**src/include/rxd_pkg.sv**
```systemverilog
// Package with register map, field layout and timing constants of the receive ring block
package rxd_pkg;
  // Register byte offsets
  localparam logic [15:0] RXD_OFS_RING_SIZE = 16'h2808;
  localparam logic [15:0] RXD_OFS_RING_HEAD = 16'h2810;
  localparam logic [15:0] RXD_OFS_RING_TAIL = 16'h2818;
  localparam logic [15:0] RXD_OFS_PKT_DELAY = 16'h2820;
  localparam logic [15:0] RXD_OFS_ABS_DELAY = 16'h282C;
  // Ring size field position (descriptor_count_field)
  localparam int RXD_SIZE_LSB = 7;
  localparam int RXD_SIZE_MSB = 19;
  localparam int RXD_SIZE_W = RXD_SIZE_MSB - RXD_SIZE_LSB + 1;
  // Descriptor size is 16 bytes, so index = bytes >> 4
  localparam int RXD_DESC_SHIFT = 4;
  // Index and timer field width
  localparam int RXD_IDX_W = 16;
  localparam int RXD_TMR_W = 16;
  // Flush bit of the packet delay register
  localparam int RXD_FLUSH_BIT = 31;
  // Reset values
  localparam logic [RXD_SIZE_W-1:0] RXD_RST_SIZE = 13'h0000;
  localparam logic [RXD_IDX_W-1:0] RXD_RST_IDX = 16'h0000;
  localparam logic [RXD_TMR_W-1:0] RXD_RST_TMR = 16'h0000;
  // Timer tick of 1.024 us, clock period of 8 ns, both in picoseconds
  localparam int RXD_TICK_PS = 1_024_000;
  localparam int RXD_CLK_PS = 8_000;
  localparam int RXD_TICK_CYCLES = RXD_TICK_PS / RXD_CLK_PS;
  localparam int RXD_PRESC_W = $clog2(RXD_TICK_CYCLES);
  localparam logic [RXD_PRESC_W-1:0] RXD_PRESC_LAST = RXD_PRESC_W'(RXD_TICK_CYCLES - 1);
  // Register port request
  typedef struct packed {
    logic [15:0] addr;
    logic [31:0] wdata;
    logic wr;
    logic rd;
  } rxd_reg_req_t;
  // Countdown timer state
  typedef struct packed {
    logic run;
    logic [RXD_TMR_W-1:0] cnt;
  } rxd_timer_t;
endpackage

```
**src/hw/rxd_ring_timer.sv**
```systemverilog
// Receive descriptor ring bookkeeping and receive interrupt delay timers
`timescale 1ns/10ps
module rxd_ring_timer
  import rxd_pkg::*;
#(
  parameter int TICK_CYCLES = RXD_TICK_CYCLES
)
(
  // Clock and reset
  input wire logic core_clk_i,
  input wire logic rst_i,
  // Register port
  input wire rxd_reg_req_t reg_req_i,
  output logic [31:0] reg_rdata_o,
  // Receiver control
  input wire logic rx_enable_i,
  input wire logic rx_reset_i,
  // Receive datapath events
  input wire logic desc_take_i,
  input wire logic pkt_done_i,
  // Ring status
  output logic desc_grant_o,
  output logic [RXD_IDX_W-1:0] ring_head_o,
  output logic ring_empty_o,
  // Timer outcomes
  output logic flush_o,
  output logic rx_timer_irq_o
);

  // Prescaler width follows the tick length
  // A tick of one cycle still needs a one-bit counter
  // Simulation shortens the tick so that timers expire quickly
  // Prescaler runs free from reset and is never restarted
  // So the first tick after a load comes at any phase
  // Hence a count N expires between N-1 and N ticks later
  // Software must allow for that one-tick jitter
  localparam int PW = (TICK_CYCLES > 1) ? $clog2(TICK_CYCLES) : 1;
  localparam logic [PW-1:0] PLAST = PW'(TICK_CYCLES - 1);

  // Whole block state
  // Ring geometry and pointers come first
  // Programmed delay values are kept apart from the live counts
  // Live counts reload from the programmed values on every expiry
  // Read data is held here for exactly one cycle
  // Grant, flush and interrupt are one-cycle pulses
  // Empty is recomputed from the next head and tail
  // Every output of the block is taken from this record
  // Nothing outside this record holds state
  // Reset values of every field are given in the state register
  typedef struct packed {
    logic [RXD_SIZE_W-1:0] size;
    logic [RXD_IDX_W-1:0] head;
    logic [RXD_IDX_W-1:0] tail;
    logic [RXD_TMR_W-1:0] pkt_val;
    logic [RXD_TMR_W-1:0] abs_val;
    rxd_timer_t pkt_tmr;
    rxd_timer_t abs_tmr;
    logic [PW-1:0] presc;
    logic [31:0] rdata;
    logic grant;
    logic empty;
    logic flush;
    logic irq;
  } rxd_state_t;

  // Register and its next value
  rxd_state_t st_r;
  rxd_state_t st_nxt;

  // Number of 16-byte descriptors in the ring
  function automatic logic [RXD_IDX_W-1:0] ring_descs(input logic [RXD_SIZE_W-1:0] size);
    logic [31:0] bytes;
    bytes = 32'(size) << RXD_SIZE_LSB;
    return bytes[RXD_IDX_W+RXD_DESC_SHIFT-1:RXD_DESC_SHIFT];
  endfunction

  // Timer step on a tick: count down, hold at zero
  function automatic rxd_timer_t tmr_step(input rxd_timer_t t, input logic tick);
    rxd_timer_t n;
    n = t;
    if (t.run && tick && (t.cnt != RXD_RST_TMR))
    begin
      n.cnt = t.cnt - 16'h0001;
    end
    return n;
  endfunction

  // Timer expiry: running and last tick of the count
  function automatic logic tmr_done(input rxd_timer_t t, input logic tick);
    return t.run && tick && (t.cnt == 16'h0001);
  endfunction

  // Next-state logic
  // Order of the blocks below matters
  // Register writes come first so that events may override them
  // Descriptor consumption then moves the head
  // Timers step next, then packet events reload them
  // Any expiry reloads and halts both timers
  // Packet or forced expiry wins over an absolute expiry
  // Only one pulse leaves the block for a double expiry
  // A packet in the cycle of its own expiry restarts the count
  // A zero absolute value keeps the absolute timer stopped
  // Receiver reset is last and overrides all events of the cycle
  // Receiver reset keeps the programmed size and delays
  // Head writes while enabled are not blocked here
  // Keeping the head stable is a duty of the host driver
  // Reads show the state before any write of the same cycle
  // Unmapped addresses read zero and ignore writes
  // Head never passes the tail, equal means nothing free
  // Wrap is taken at the ring end derived from the size field
  // A size of zero keeps the head at zero
  // Forced expiry bit is never stored, so it reads zero
  // Reserved upper bits are dropped on every write
  always_comb
  begin
    logic tick;
    logic pkt_exp;
    logic abs_exp;
    logic force_exp;
    logic [RXD_IDX_W-1:0] descs;
    logic [RXD_IDX_W-1:0] head_inc;
    tick = 1'b0;
    pkt_exp = 1'b0;
    abs_exp = 1'b0;
    force_exp = 1'b0;
    descs = ring_descs(st_r.size);
    head_inc = st_r.head + 16'h0001;
    st_nxt = st_r;
    st_nxt.grant = 1'b0;
    st_nxt.flush = 1'b0;
    st_nxt.irq = 1'b0;
    st_nxt.rdata = 32'h0000_0000;

    // Tick prescaler, one pulse per 1.024 us
    if (st_r.presc == PLAST)
    begin
      st_nxt.presc = '0;
      tick = 1'b1;
    end
    else
    begin
      st_nxt.presc = st_r.presc + PW'(1);
    end

    // Register writes
    if (reg_req_i.wr)
    begin
      case (reg_req_i.addr)
        RXD_OFS_RING_SIZE:
        begin
          // Low seven bits dropped, upper bits reserved
          st_nxt.size = reg_req_i.wdata[RXD_SIZE_MSB:RXD_SIZE_LSB];
        end
        RXD_OFS_RING_HEAD:
        begin
          // Only safe while receiver is stopped
          st_nxt.head = reg_req_i.wdata[RXD_IDX_W-1:0];
        end
        RXD_OFS_RING_TAIL:
        begin
          st_nxt.tail = reg_req_i.wdata[RXD_IDX_W-1:0];
        end
        RXD_OFS_PKT_DELAY:
        begin
          st_nxt.pkt_val = reg_req_i.wdata[RXD_TMR_W-1:0];
          force_exp = reg_req_i.wdata[RXD_FLUSH_BIT];
        end
        RXD_OFS_ABS_DELAY:
        begin
          st_nxt.abs_val = reg_req_i.wdata[RXD_TMR_W-1:0];
        end
        default:
        begin
          // Unmapped write ignored
        end
      endcase
    end

    // Register reads, data shown in the following cycle
    if (reg_req_i.rd)
    begin
      case (reg_req_i.addr)
        RXD_OFS_RING_SIZE: st_nxt.rdata = 32'(st_r.size) << RXD_SIZE_LSB;
        RXD_OFS_RING_HEAD: st_nxt.rdata = 32'(st_r.head);
        RXD_OFS_RING_TAIL: st_nxt.rdata = 32'(st_r.tail);
        RXD_OFS_PKT_DELAY: st_nxt.rdata = 32'(st_r.pkt_val);
        RXD_OFS_ABS_DELAY: st_nxt.rdata = 32'(st_r.abs_val);
        default: st_nxt.rdata = 32'h0000_0000;
      endcase
    end

    // Descriptor consumption, never past the tail
    if (desc_take_i && rx_enable_i && (st_r.head != st_r.tail))
    begin
      st_nxt.grant = 1'b1;
      // Wrap to zero at ring end
      if (head_inc >= descs)
      begin
        st_nxt.head = RXD_RST_IDX;
      end
      else
      begin
        st_nxt.head = head_inc;
      end
    end

    // Countdown both timers
    st_nxt.pkt_tmr = tmr_step(st_r.pkt_tmr, tick);
    st_nxt.abs_tmr = tmr_step(st_r.abs_tmr, tick);
    pkt_exp = tmr_done(st_r.pkt_tmr, tick);
    abs_exp = tmr_done(st_r.abs_tmr, tick) && (st_r.abs_val != RXD_RST_TMR);

    // Packet written to host memory
    if (pkt_done_i)
    begin
      if (st_r.pkt_val == RXD_RST_TMR)
      begin
        // No delay: interrupt at once
        pkt_exp = 1'b1;
        st_nxt.pkt_tmr.run = 1'b0;
      end
      else
      begin
        // Reload and restart on every packet
        st_nxt.pkt_tmr.cnt = st_r.pkt_val;
        st_nxt.pkt_tmr.run = 1'b1;
        pkt_exp = 1'b0;
      end
      // Absolute count starts on the first packet only
      if ((st_r.abs_val != RXD_RST_TMR) && !st_r.abs_tmr.run && !abs_exp)
      begin
        st_nxt.abs_tmr.cnt = st_r.abs_val;
        st_nxt.abs_tmr.run = 1'b1;
      end
    end

    // Packet delay or forced expiry cancels the absolute timer
    if (pkt_exp || force_exp)
    begin
      st_nxt.flush = 1'b1;
      st_nxt.irq = 1'b1;
      st_nxt.pkt_tmr.run = 1'b0;
      st_nxt.pkt_tmr.cnt = st_r.pkt_val;
      st_nxt.abs_tmr.run = 1'b0;
      st_nxt.abs_tmr.cnt = st_r.abs_val;
    end
    else if (abs_exp)
    begin
      // Absolute expiry cancels the packet delay
      st_nxt.flush = 1'b1;
      st_nxt.irq = 1'b1;
      st_nxt.abs_tmr.run = 1'b0;
      st_nxt.abs_tmr.cnt = st_r.abs_val;
      st_nxt.pkt_tmr.run = 1'b0;
      st_nxt.pkt_tmr.cnt = st_r.pkt_val;
    end

    // Disabled absolute timer never runs
    if (st_nxt.abs_val == RXD_RST_TMR)
    begin
      st_nxt.abs_tmr.run = 1'b0;
    end

    // Receiver reset clears pointers and stops timers
    if (rx_reset_i)
    begin
      st_nxt.head = RXD_RST_IDX;
      st_nxt.tail = RXD_RST_IDX;
      st_nxt.pkt_tmr = '0;
      st_nxt.abs_tmr = '0;
      st_nxt.grant = 1'b0;
      st_nxt.flush = 1'b0;
      st_nxt.irq = 1'b0;
    end

    // Head equal to tail means nothing free
    st_nxt.empty = (st_nxt.head == st_nxt.tail);
  end

  // State register
  // Asynchronous reset loads constants only
  // Empty starts high since head and tail both start at zero
  // Prescaler restarts its phase at reset
  // Pulses are low during and after reset
  // Read data is zero until the first read
  // Timers are stopped with zero counts
  // Programmed values start at zero, so both timers idle
  // Zero packet delay means one pulse per packet
  // Zero absolute delay means absolute timer off
  always_ff @(posedge core_clk_i or posedge rst_i)
  begin
    if (rst_i)
    begin
      st_r <= '{size: RXD_RST_SIZE, head: RXD_RST_IDX, tail: RXD_RST_IDX,
                pkt_val: RXD_RST_TMR, abs_val: RXD_RST_TMR, pkt_tmr: '0,
                abs_tmr: '0, presc: '0, rdata: 32'h0000_0000, grant: 1'b0,
                empty: 1'b1, flush: 1'b0, irq: 1'b0};
    end
    else
    begin
      st_r <= st_nxt;
    end
  end

  // Outputs straight from the state register
  // No logic sits between a flip-flop and a pin
  // Flush and interrupt always rise together
  // Grant rises with the head step it reports
  // Read data stands only in the cycle after the read strobe
  // Head output lets the datapath address the next descriptor
  // Empty output lets the datapath hold off its requests
  assign reg_rdata_o = st_r.rdata;
  assign desc_grant_o = st_r.grant;
  assign ring_head_o = st_r.head;
  assign ring_empty_o = st_r.empty;
  assign flush_o = st_r.flush;
  assign rx_timer_irq_o = st_r.irq;

endmodule // rxd_ring_timer

```
**config.mk**
```make
export PLATFORM = sky130hd
export DESIGN_NAME = rxd_ring_timer
export DESIGN_NICKNAME = d
export VERILOG_FILES = /design/src/include/rxd_pkg.sv /design/src/hw/rxd_ring_timer.sv
export SDC_FILE = /design/constraint.sdc
export NUM_CORES = 1
export LEC_CHECK = 0
export ABC_CLOCK_PERIOD_IN_PS = 4030
export BUFFER_PORTS_ARGS = -buffer_cell sky130_fd_sc_hd__buf_2
export CAP_MARGIN = 15
export CORE_MARGIN = 2
export CORE_UTILIZATION = 28
export CTS_CLUSTER_DIAMETER = 80
export DETAILED_ROUTE_END_ITERATION = 7
export HOLD_SLACK_MARGIN = 0.05
export PLACE_DENSITY_LB_ADDON = 0.2
export SLEW_MARGIN = 15
export SYNTH_ARGS = -nofsm -noshare
export SYNTH_HDL_FRONTEND = slang
export SYNTH_SLANG_ARGS = --single-unit
```
**constraint.sdc**
```tcl
create_clock -name core_clk_i -period 4.03 [get_ports core_clk_i]
set_input_delay 0.403 -clock core_clk_i [delete_from_list [all_inputs] [get_ports core_clk_i]]
set_output_delay 0.403 -clock core_clk_i [all_outputs]
set_load 0.01 [all_outputs]
```
==> summary.md, run 1 <==
| Metric | Value |
|---|---|
| Hold Vio Cnt, Final | `0` |
| Crit path kind | `register to register` |
| Largest fanout on the critical path | `12` |
| Layout cell share with drive strength beyond 1 | `0.260` |
| Cells after Synth | `approximately 850` |
| H-tree depth | `4` |
| Critical path launch point type | `register` |
| PwrDens | `around 360 nW/um^2` |
| Min Tclk post-route | `about 3.8 ns` |
| Skew-Pair Late Insertion Delay | `~0.44 ns` |
| RSZ-0062 raised after global routing | `no` |
| Slew Limit Headroom | `0.367` |
| Initial antenna violation count | `1` |
| Routed WL | `around 27,000 um` |
| First-pass GRT wire length | `between 40,000 and 50,000 um` |
| Die W | `about 180 um` |
| Clock net sink count | `between 100 and 150` |
| Gr ovfl total | `0` |
| DP HPWL | `~20,000 um` |
| Seq cells post-synth | `around 140` |
| Vias in the first global route | `around 6,600` |
| CTS root buf | `clkbuf_16` |
| Deepest clock path buffer count | `2` |
| Placement Cell Area | `roughly 9100 um^2` |
| Post-Syn Area | `~8400 um^2` |
| Synth top area cells | `dfrtp_1 42%, mux2_2 7.2%, nor2_1 4.7%` |
| Fmax | `0.264 GHz` |
| Gpl congestion | `0.852` |
| Maxcap violations | `0` |
| Period Utilization, post-route | `0.941` |
| Fin nets | `982` |
| Fin Clk Skew | `approximately 0.01 ns` |
| Synth-to-Final Area Change | `15.9%` |
| Mean post-synth cell area | `around 10 um^2` |
| Psw | `around 0.00098 W` |
| Number of synthesized flops with an enable pin | `0` |
| Port Buffers | `between 80 and 90` |
| Power Internal | `between 0.002 and 0.003 W` |
| Peak supply drop | `around 220 uV` |
| Post-route insts no fill | `between 1,000 and 1,500` |
| Combinational Power Share | `0.113` |
| Actual slew at the worst max-slew pin | `between 0.9 and 1 ns` |
| Placed insts | `between 1,000 and 1,500` |
| Clock tree from TritonCTS | `done` |
| Top cell type by total area after synthesis | `dfrtp_1` |
| Commonest non-fill, non-tap cells in the layout | `139 x dfrtp_1, 104 x nor2_1, 84 x buf_2` |
| Vias per inst | `about 5` |
| Initial DRC count | `between 500 and 600` |
| Final Max Tran Viols | `0` |
| Initial core utilization | `0.284` |
| Post-Route Setup TNS | `0 ns` |
| Status | `finished clean` |
| Routed len/inst | `just over 20 um` |
| Prevailing post-synth register cell | `dfrtp_1` |
| Sw Ratio | `0.280` |
| Via count | `6,640` |
| Commonest non-fill, non-tap cell in the layout | `dfrtp_1` |
| Synth warn | `0` |
| I/O pin cnt | `108` |
| Pre-antenna DRT Iters | `5` |
| Post-CTS Setup Inserts | `0` |
| Final instance area | `~9800 um^2` |
| Worst Path Arrival | `about 4.2 ns` |
| Post-synth ARST share | `1.00` |
| Full die area | `31,500 um^2` |
| Synth unique cells | `65` |
| Critical Path RT | `4.40 ns` |
| Total Routing Usage GR | `0.175` |
| Antenna Nets Post-Route | `0` |
| HP Class | `input port to asynchronous set/reset pin` |
| Sequential share of power | `0.417` |
| Setup Viol. Count Final | `0` |
| Static Leak | `4.46 nW` |
| Worst-path clk slew | `about 0.060 ns` |
| Core ar. | `approximately 30,000 um^2` |
| CTS Buf Count | `17` |
| Die Y | `approximately 180 um` |
| Share of the yosys chip area belonging to registers | `0.419` |
| Crit. End Element | `register` |
| N_diodes | `0` |
| Pin count of the biggest net entering global routing | `80` |
| Site Rows | `63` |
| Clk network pwr share | `0.469` |
| Top-area cell type share of the netlist area | `0.416` |
| Post-route DRC | `0` |
## logic make-up after synthesis
kind of cell / count (synthesis) / synth area share
adders and majority gates: 19 / 0.0282
xor gates and xnor gates: 70 / 0.0727
DFF: 141 / 0.419
other: 1 / 0.000445
muxes: 93 / 0.118
and+or+nand+nor: 283 / 0.174
AOI/OAI and AO/OA: 122 / 0.108
buffers and inverters: 117 / 0.0802
## layer usage
| metal | track usage | share of wire | vias up |
|---|---|---|---|
| met5 | 0 | 0.00049 | - |
| met4 | 0.0594 | 0.017 | 2 |
| li1 | - | - | 3102 |
| met3 | 0.0328 | 0.053 | 29 |
| met1 | 0.252 | 0.48 | 3322 |
| met2 | 0.261 | 0.45 | 185 |
## repair_timing
item                       in CTS  in global routing
gates resized for setup         0                  9
hold buffers                    0                  0
setup endpoints to repair       0                  1
## state kept, by name, indices dropped and copies added (netlist names)
name and count:
desc_grant_o 1, flush_o 1, ring_head_o 16, reg_rdata_o 20, ring_empty_o 1, st_r 102
## worst max-delay path, cell delays in order (launching register included)
cell	delay, ns
dfrtp_1	0.37
and4_1	0.28
nand3_1	0.14
o21a_1	0.22
or2_2	0.32
ha_1	0.29
nand4_1	0.14
nor2_1	0.14
o221ai_1	0.16
buf_12	0.19
a311oi_2	0.28
a21oi_1	0.10
a222oi_1	0.44
nand4b_1	0.13
nor4_1	0.19
buf_4	0.17
o2111a_1	0.18
## cell type report
type,count,area (um^2)
timing repair buffer,123,738
inverter,25,97.6
fill,3121,19900
sequential,141,3530
clock buffer,17,425
clock inverter,15,176
tap,390,488
multi-input combinational,599,4320
## Yosys cell counts, types with 6 or more instances
| master | instances |
|---|---|
| dfrtp_1 | 140 |
| nor2_1 | 106 |
| mux2_2 | 54 |
| buf_4 | 52 |
| nand2_1 | 45 |
| mux2i_1 | 39 |
| xor2_1 | 38 |
| a211oi_1 | 32 |
| xnor2_1 | 32 |
| clkbuf_1 | 25 |
| inv_1 | 25 |
| nor4_1 | 23 |
| nand3_1 | 22 |
| ha_1 | 19 |
| a21oi_1 | 17 |
| nor3_1 | 15 |
| nand4_1 | 13 |
| a221oi_1 | 10 |
| buf_2 | 9 |
| and3_1 | 8 |
| nor2b_1 | 8 |
| o21ai_0 | 8 |
| a222oi_1 | 7 |
| and4_1 | 6 |
## final timing paths
check	startpoint	endpoint	slack [ns]	cells past startpoint
min in group core_clk_i	reg_req_i[20]	st_r[152]	0.20	2
worst min register to register	st_r[36]	st_r[36]	0.46	1
worst max-delay path	ring_head_o[7]	ring_empty_o	0.24	16
worst max register to register	ring_head_o[7]	ring_empty_o	0.24	16
worst min-delay path	rst_i	st_r[67]	0.17	2
max in group asynchronous	rst_i	ring_head_o[1]	2.90	3
## power by group through the flow
stage	logic [W]	clock network, W	registers (W)
3_3_place_gp	0.000393	0	0.00149
5_1_grt	0.000434	0.00173	0.00146
6_report	0.000397	0.00164	0.00146
4_1_cts	0.000395	0.00167	0.00146
2_1_floorplan	0.000231	0	0.00149
3_5_place_dp	0.000392	0	0.00149
## stage by stage
stage	util	power (W)	hold slack [ns]	setup WS [ns]
2_1_floorplan	-	0.00172	0.424	0.579
3_3_place_gp	0.308	0.00188	0.449	0.181
3_5_place_dp	0.308	0.00188	0.447	0.201
4_1_cts	0.329	0.00352	0.187	0.142
5_1_grt	0.330	0.00363	0.199	0.0197
6_report	0.330	0.00350	0.166	0.237
Power figures use the tool's default switching activity.
==> run 2, diff against run 1 <==
- BUFFER_PORTS_ARGS: -buffer_cell sky130_fd_sc_hd__buf_2 -> -buffer_cell sky130_fd_sc_hd__buf_4
==> summary.md, run 2 (synthesized netlist as in run 1, its figures left out) <==
| Metric | Value |
|---|---|
| Status | `finished clean` |
| Peak supply drop | `between 200 and 300 uV` |
| Total Routing Usage GR | `0.175` |
| Routed len/inst | `20.1 um` |
| Commonest non-fill, non-tap cells in the layout | `140 x dfrtp_1, 132 x buf_4, 104 x nor2_1` |
| Sequential share of power | `0.422` |
| Final instance area | `10,100 um^2` |
| Slew Limit Headroom | `0.402` |
| Post-route insts no fill | `roughly 1,300` |
| H-tree depth | `4` |
| Maxcap violations | `0` |
| Site Rows | `between 60 and 70` |
| Min Tclk post-route | `approximately 3.8 ns` |
| Setup slack at placement | `roughly 0.080 ns` |
| Initial antenna violation count | `0` |
| Crit. End Element | `register` |
| Clock tree from TritonCTS | `done` |
| Sw Ratio | `0.266` |
| Commonest non-fill, non-tap cell in the layout | `dfrtp_1` |
| Vias in the first global route | `around 6,600` |
| Hold Vio Cnt, Final | `0` |
| First-pass GRT wire length | `40,800 um` |
| Initial DRC count | `468` |
| Actual slew at the worst max-slew pin | `about 0.9 ns` |
| Gr ovfl total | `0` |
| Power Internal | `around 0.0025 W` |
| Deepest clock path buffer count | `2` |
| Setup ws final | `around 0.18 ns` |
| Port Buffers | `84` |
| Critical Path RT | `4.40 ns` |
| Gpl congestion | `a little over 0.8` |
| Clock net sink count | `around 140` |
| N_diodes | `0` |
| Static Leak | `about 4.5 nW` |
| Number of cells on the worst reg-to-reg path | `15` |
| Routed WL | `~27,000 um` |
| PwrDens | `about 340 nW/um^2` |
| Psw | `~0.0009 W` |
| Max FFs per register | `about 100` |
| Initial core utilization | `0.284` |
| Largest fanout on the critical path | `5` |
| Fmax | `~0.26 GHz` |
| Placement Cell Area | `~9400 um^2` |
| Vias per inst | `around 5` |
| Post-route DRC | `0` |
| Critical path launch point type | `register` |
| Period Utilization, post-route | `0.955` |
| Layout cell share with drive strength beyond 1 | `0.270` |
| HP Class | `input port to asynchronous set/reset pin` |
| Combinational Power Share | `0.122` |
| Antenna Nets Post-Route | `0` |
| Via count | `~6,600` |
| Worst-path clk slew | `around 0.060 ns` |
| Final Max Tran Viols | `0` |
| Fin Clk Skew | `0.0110 ns` |
| Die W | `178 um` |
| Skew-Pair Late Insertion Delay | `0.43 ns` |
| Hold Buf Count CTS | `0` |
| Core ar. | `around 30,000 um^2` |
| Placed insts | `1,287` |
| DP HPWL | `around 20,000 um` |
| Pre-antenna DRT Iters | `5` |
| Pin count of the biggest net entering global routing | `99` |
| Synth-to-Final Area Change | `19.3%` |
| Full die area | `31,500 um^2` |
| Clk network pwr share | `0.456` |
| CTS Buf Count | `17` |
| Fin nets | `between 900 and 1,000` |
| Worst Path Arrival | `around 4.2 ns` |
| Crit path kind | `register to register` |
| Die Y | `about 180 um` |
| I/O pin cnt | `between 100 and 150` |
| CTS root buf | `clkbuf_16` |
| Biggest register | `st_r` |
| Setup Viol. Count Final | `0` |
-- run 2: cell types whose count changed in the layout (fill, tap and decap cells not counted), moves of 2 or more --
cell        delta
buf_4         +95
buf_2         -84
inv_8          -3
clkinvlp_4     +2
inv_6          -2
xnor2_1        -2
xnor2_2        +2
-- run 2: repair_timing --
action,in CTS,in global routing
endpoints found under the setup margin,0,1
setup buffers,0,1
resized for setup,0,12
-- run 2: worst max-delay path, stage by stage, from the launching register on --
cell and delay (ns):
dfrtp_1 0.36, and4_2 0.28, nand3_1 0.14, o21a_1 0.23
or2_2 0.31, ha_1 0.30, nand4_1 0.13, o21bai_1 0.24
nor2_2 0.12, a311oi_2 0.40, a21oi_1 0.08, a222oi_1 0.37
nand4b_1 0.16, nor4_2 0.33, buf_4 0.17, o2111a_1 0.17
-- run 2: area by class of cell --
class	instances	area (um^2)
Clock buffer	19	443
Clock inverter	12	136
Fill cell	3075	19600
Inverter	25	97.6
Multi-Input combinational cell	599	4350
Sequential cell	141	3530
Tap cell	390	488
Timing Repair Buffer	133	1010
-- run 2: final timing paths --
path	start	endpoint	slack, ns
min in group core_clk_i	reg_req_i[20]	st_r[152]	0.21
worst max-delay path	ring_head_o[5]	ring_empty_o	0.18
worst min-delay path	rst_i	st_r[74]	0.13
worst max register to register	ring_head_o[5]	ring_empty_o	0.18
max in group asynchronous	rst_i	st_r[93]	3.45
worst min register to register	st_r[36]	st_r[36]	0.46
-- run 2: power groups by stage --
stage	sequential (W)	clock, W	combinational, W
2_1_floorplan	0.00149	0	0.000231
3_3_place_gp	0.00148	0	0.000412
3_5_place_dp	0.00148	0	0.000411
4_1_cts	0.00146	0.00161	0.000413
5_1_grt	0.00146	0.00167	0.000464
6_report	0.00146	0.00157	0.000422
-- run 2: metrics by stage --
step                       util  power (W)  setup TNS [ns]  hold WS, ns
after floorplan               -    0.00172               0        0.424
final                     0.339    0.00345               0        0.126
after global routing      0.339    0.00360         -0.0100        0.173
after global placement    0.317    0.00190               0        0.441
after detailed placement  0.317    0.00189               0        0.452
after CTS                 0.337    0.00348               0        0.180
-- run 2: per-layer routing --
metal | track usage | part of all wire
met1 | 0.254 | 0.49
met2 | 0.263 | 0.45
met3 | 0.0368 | 0.050
met4 | 0.0444 | 0.012
met5 | 0 | 0
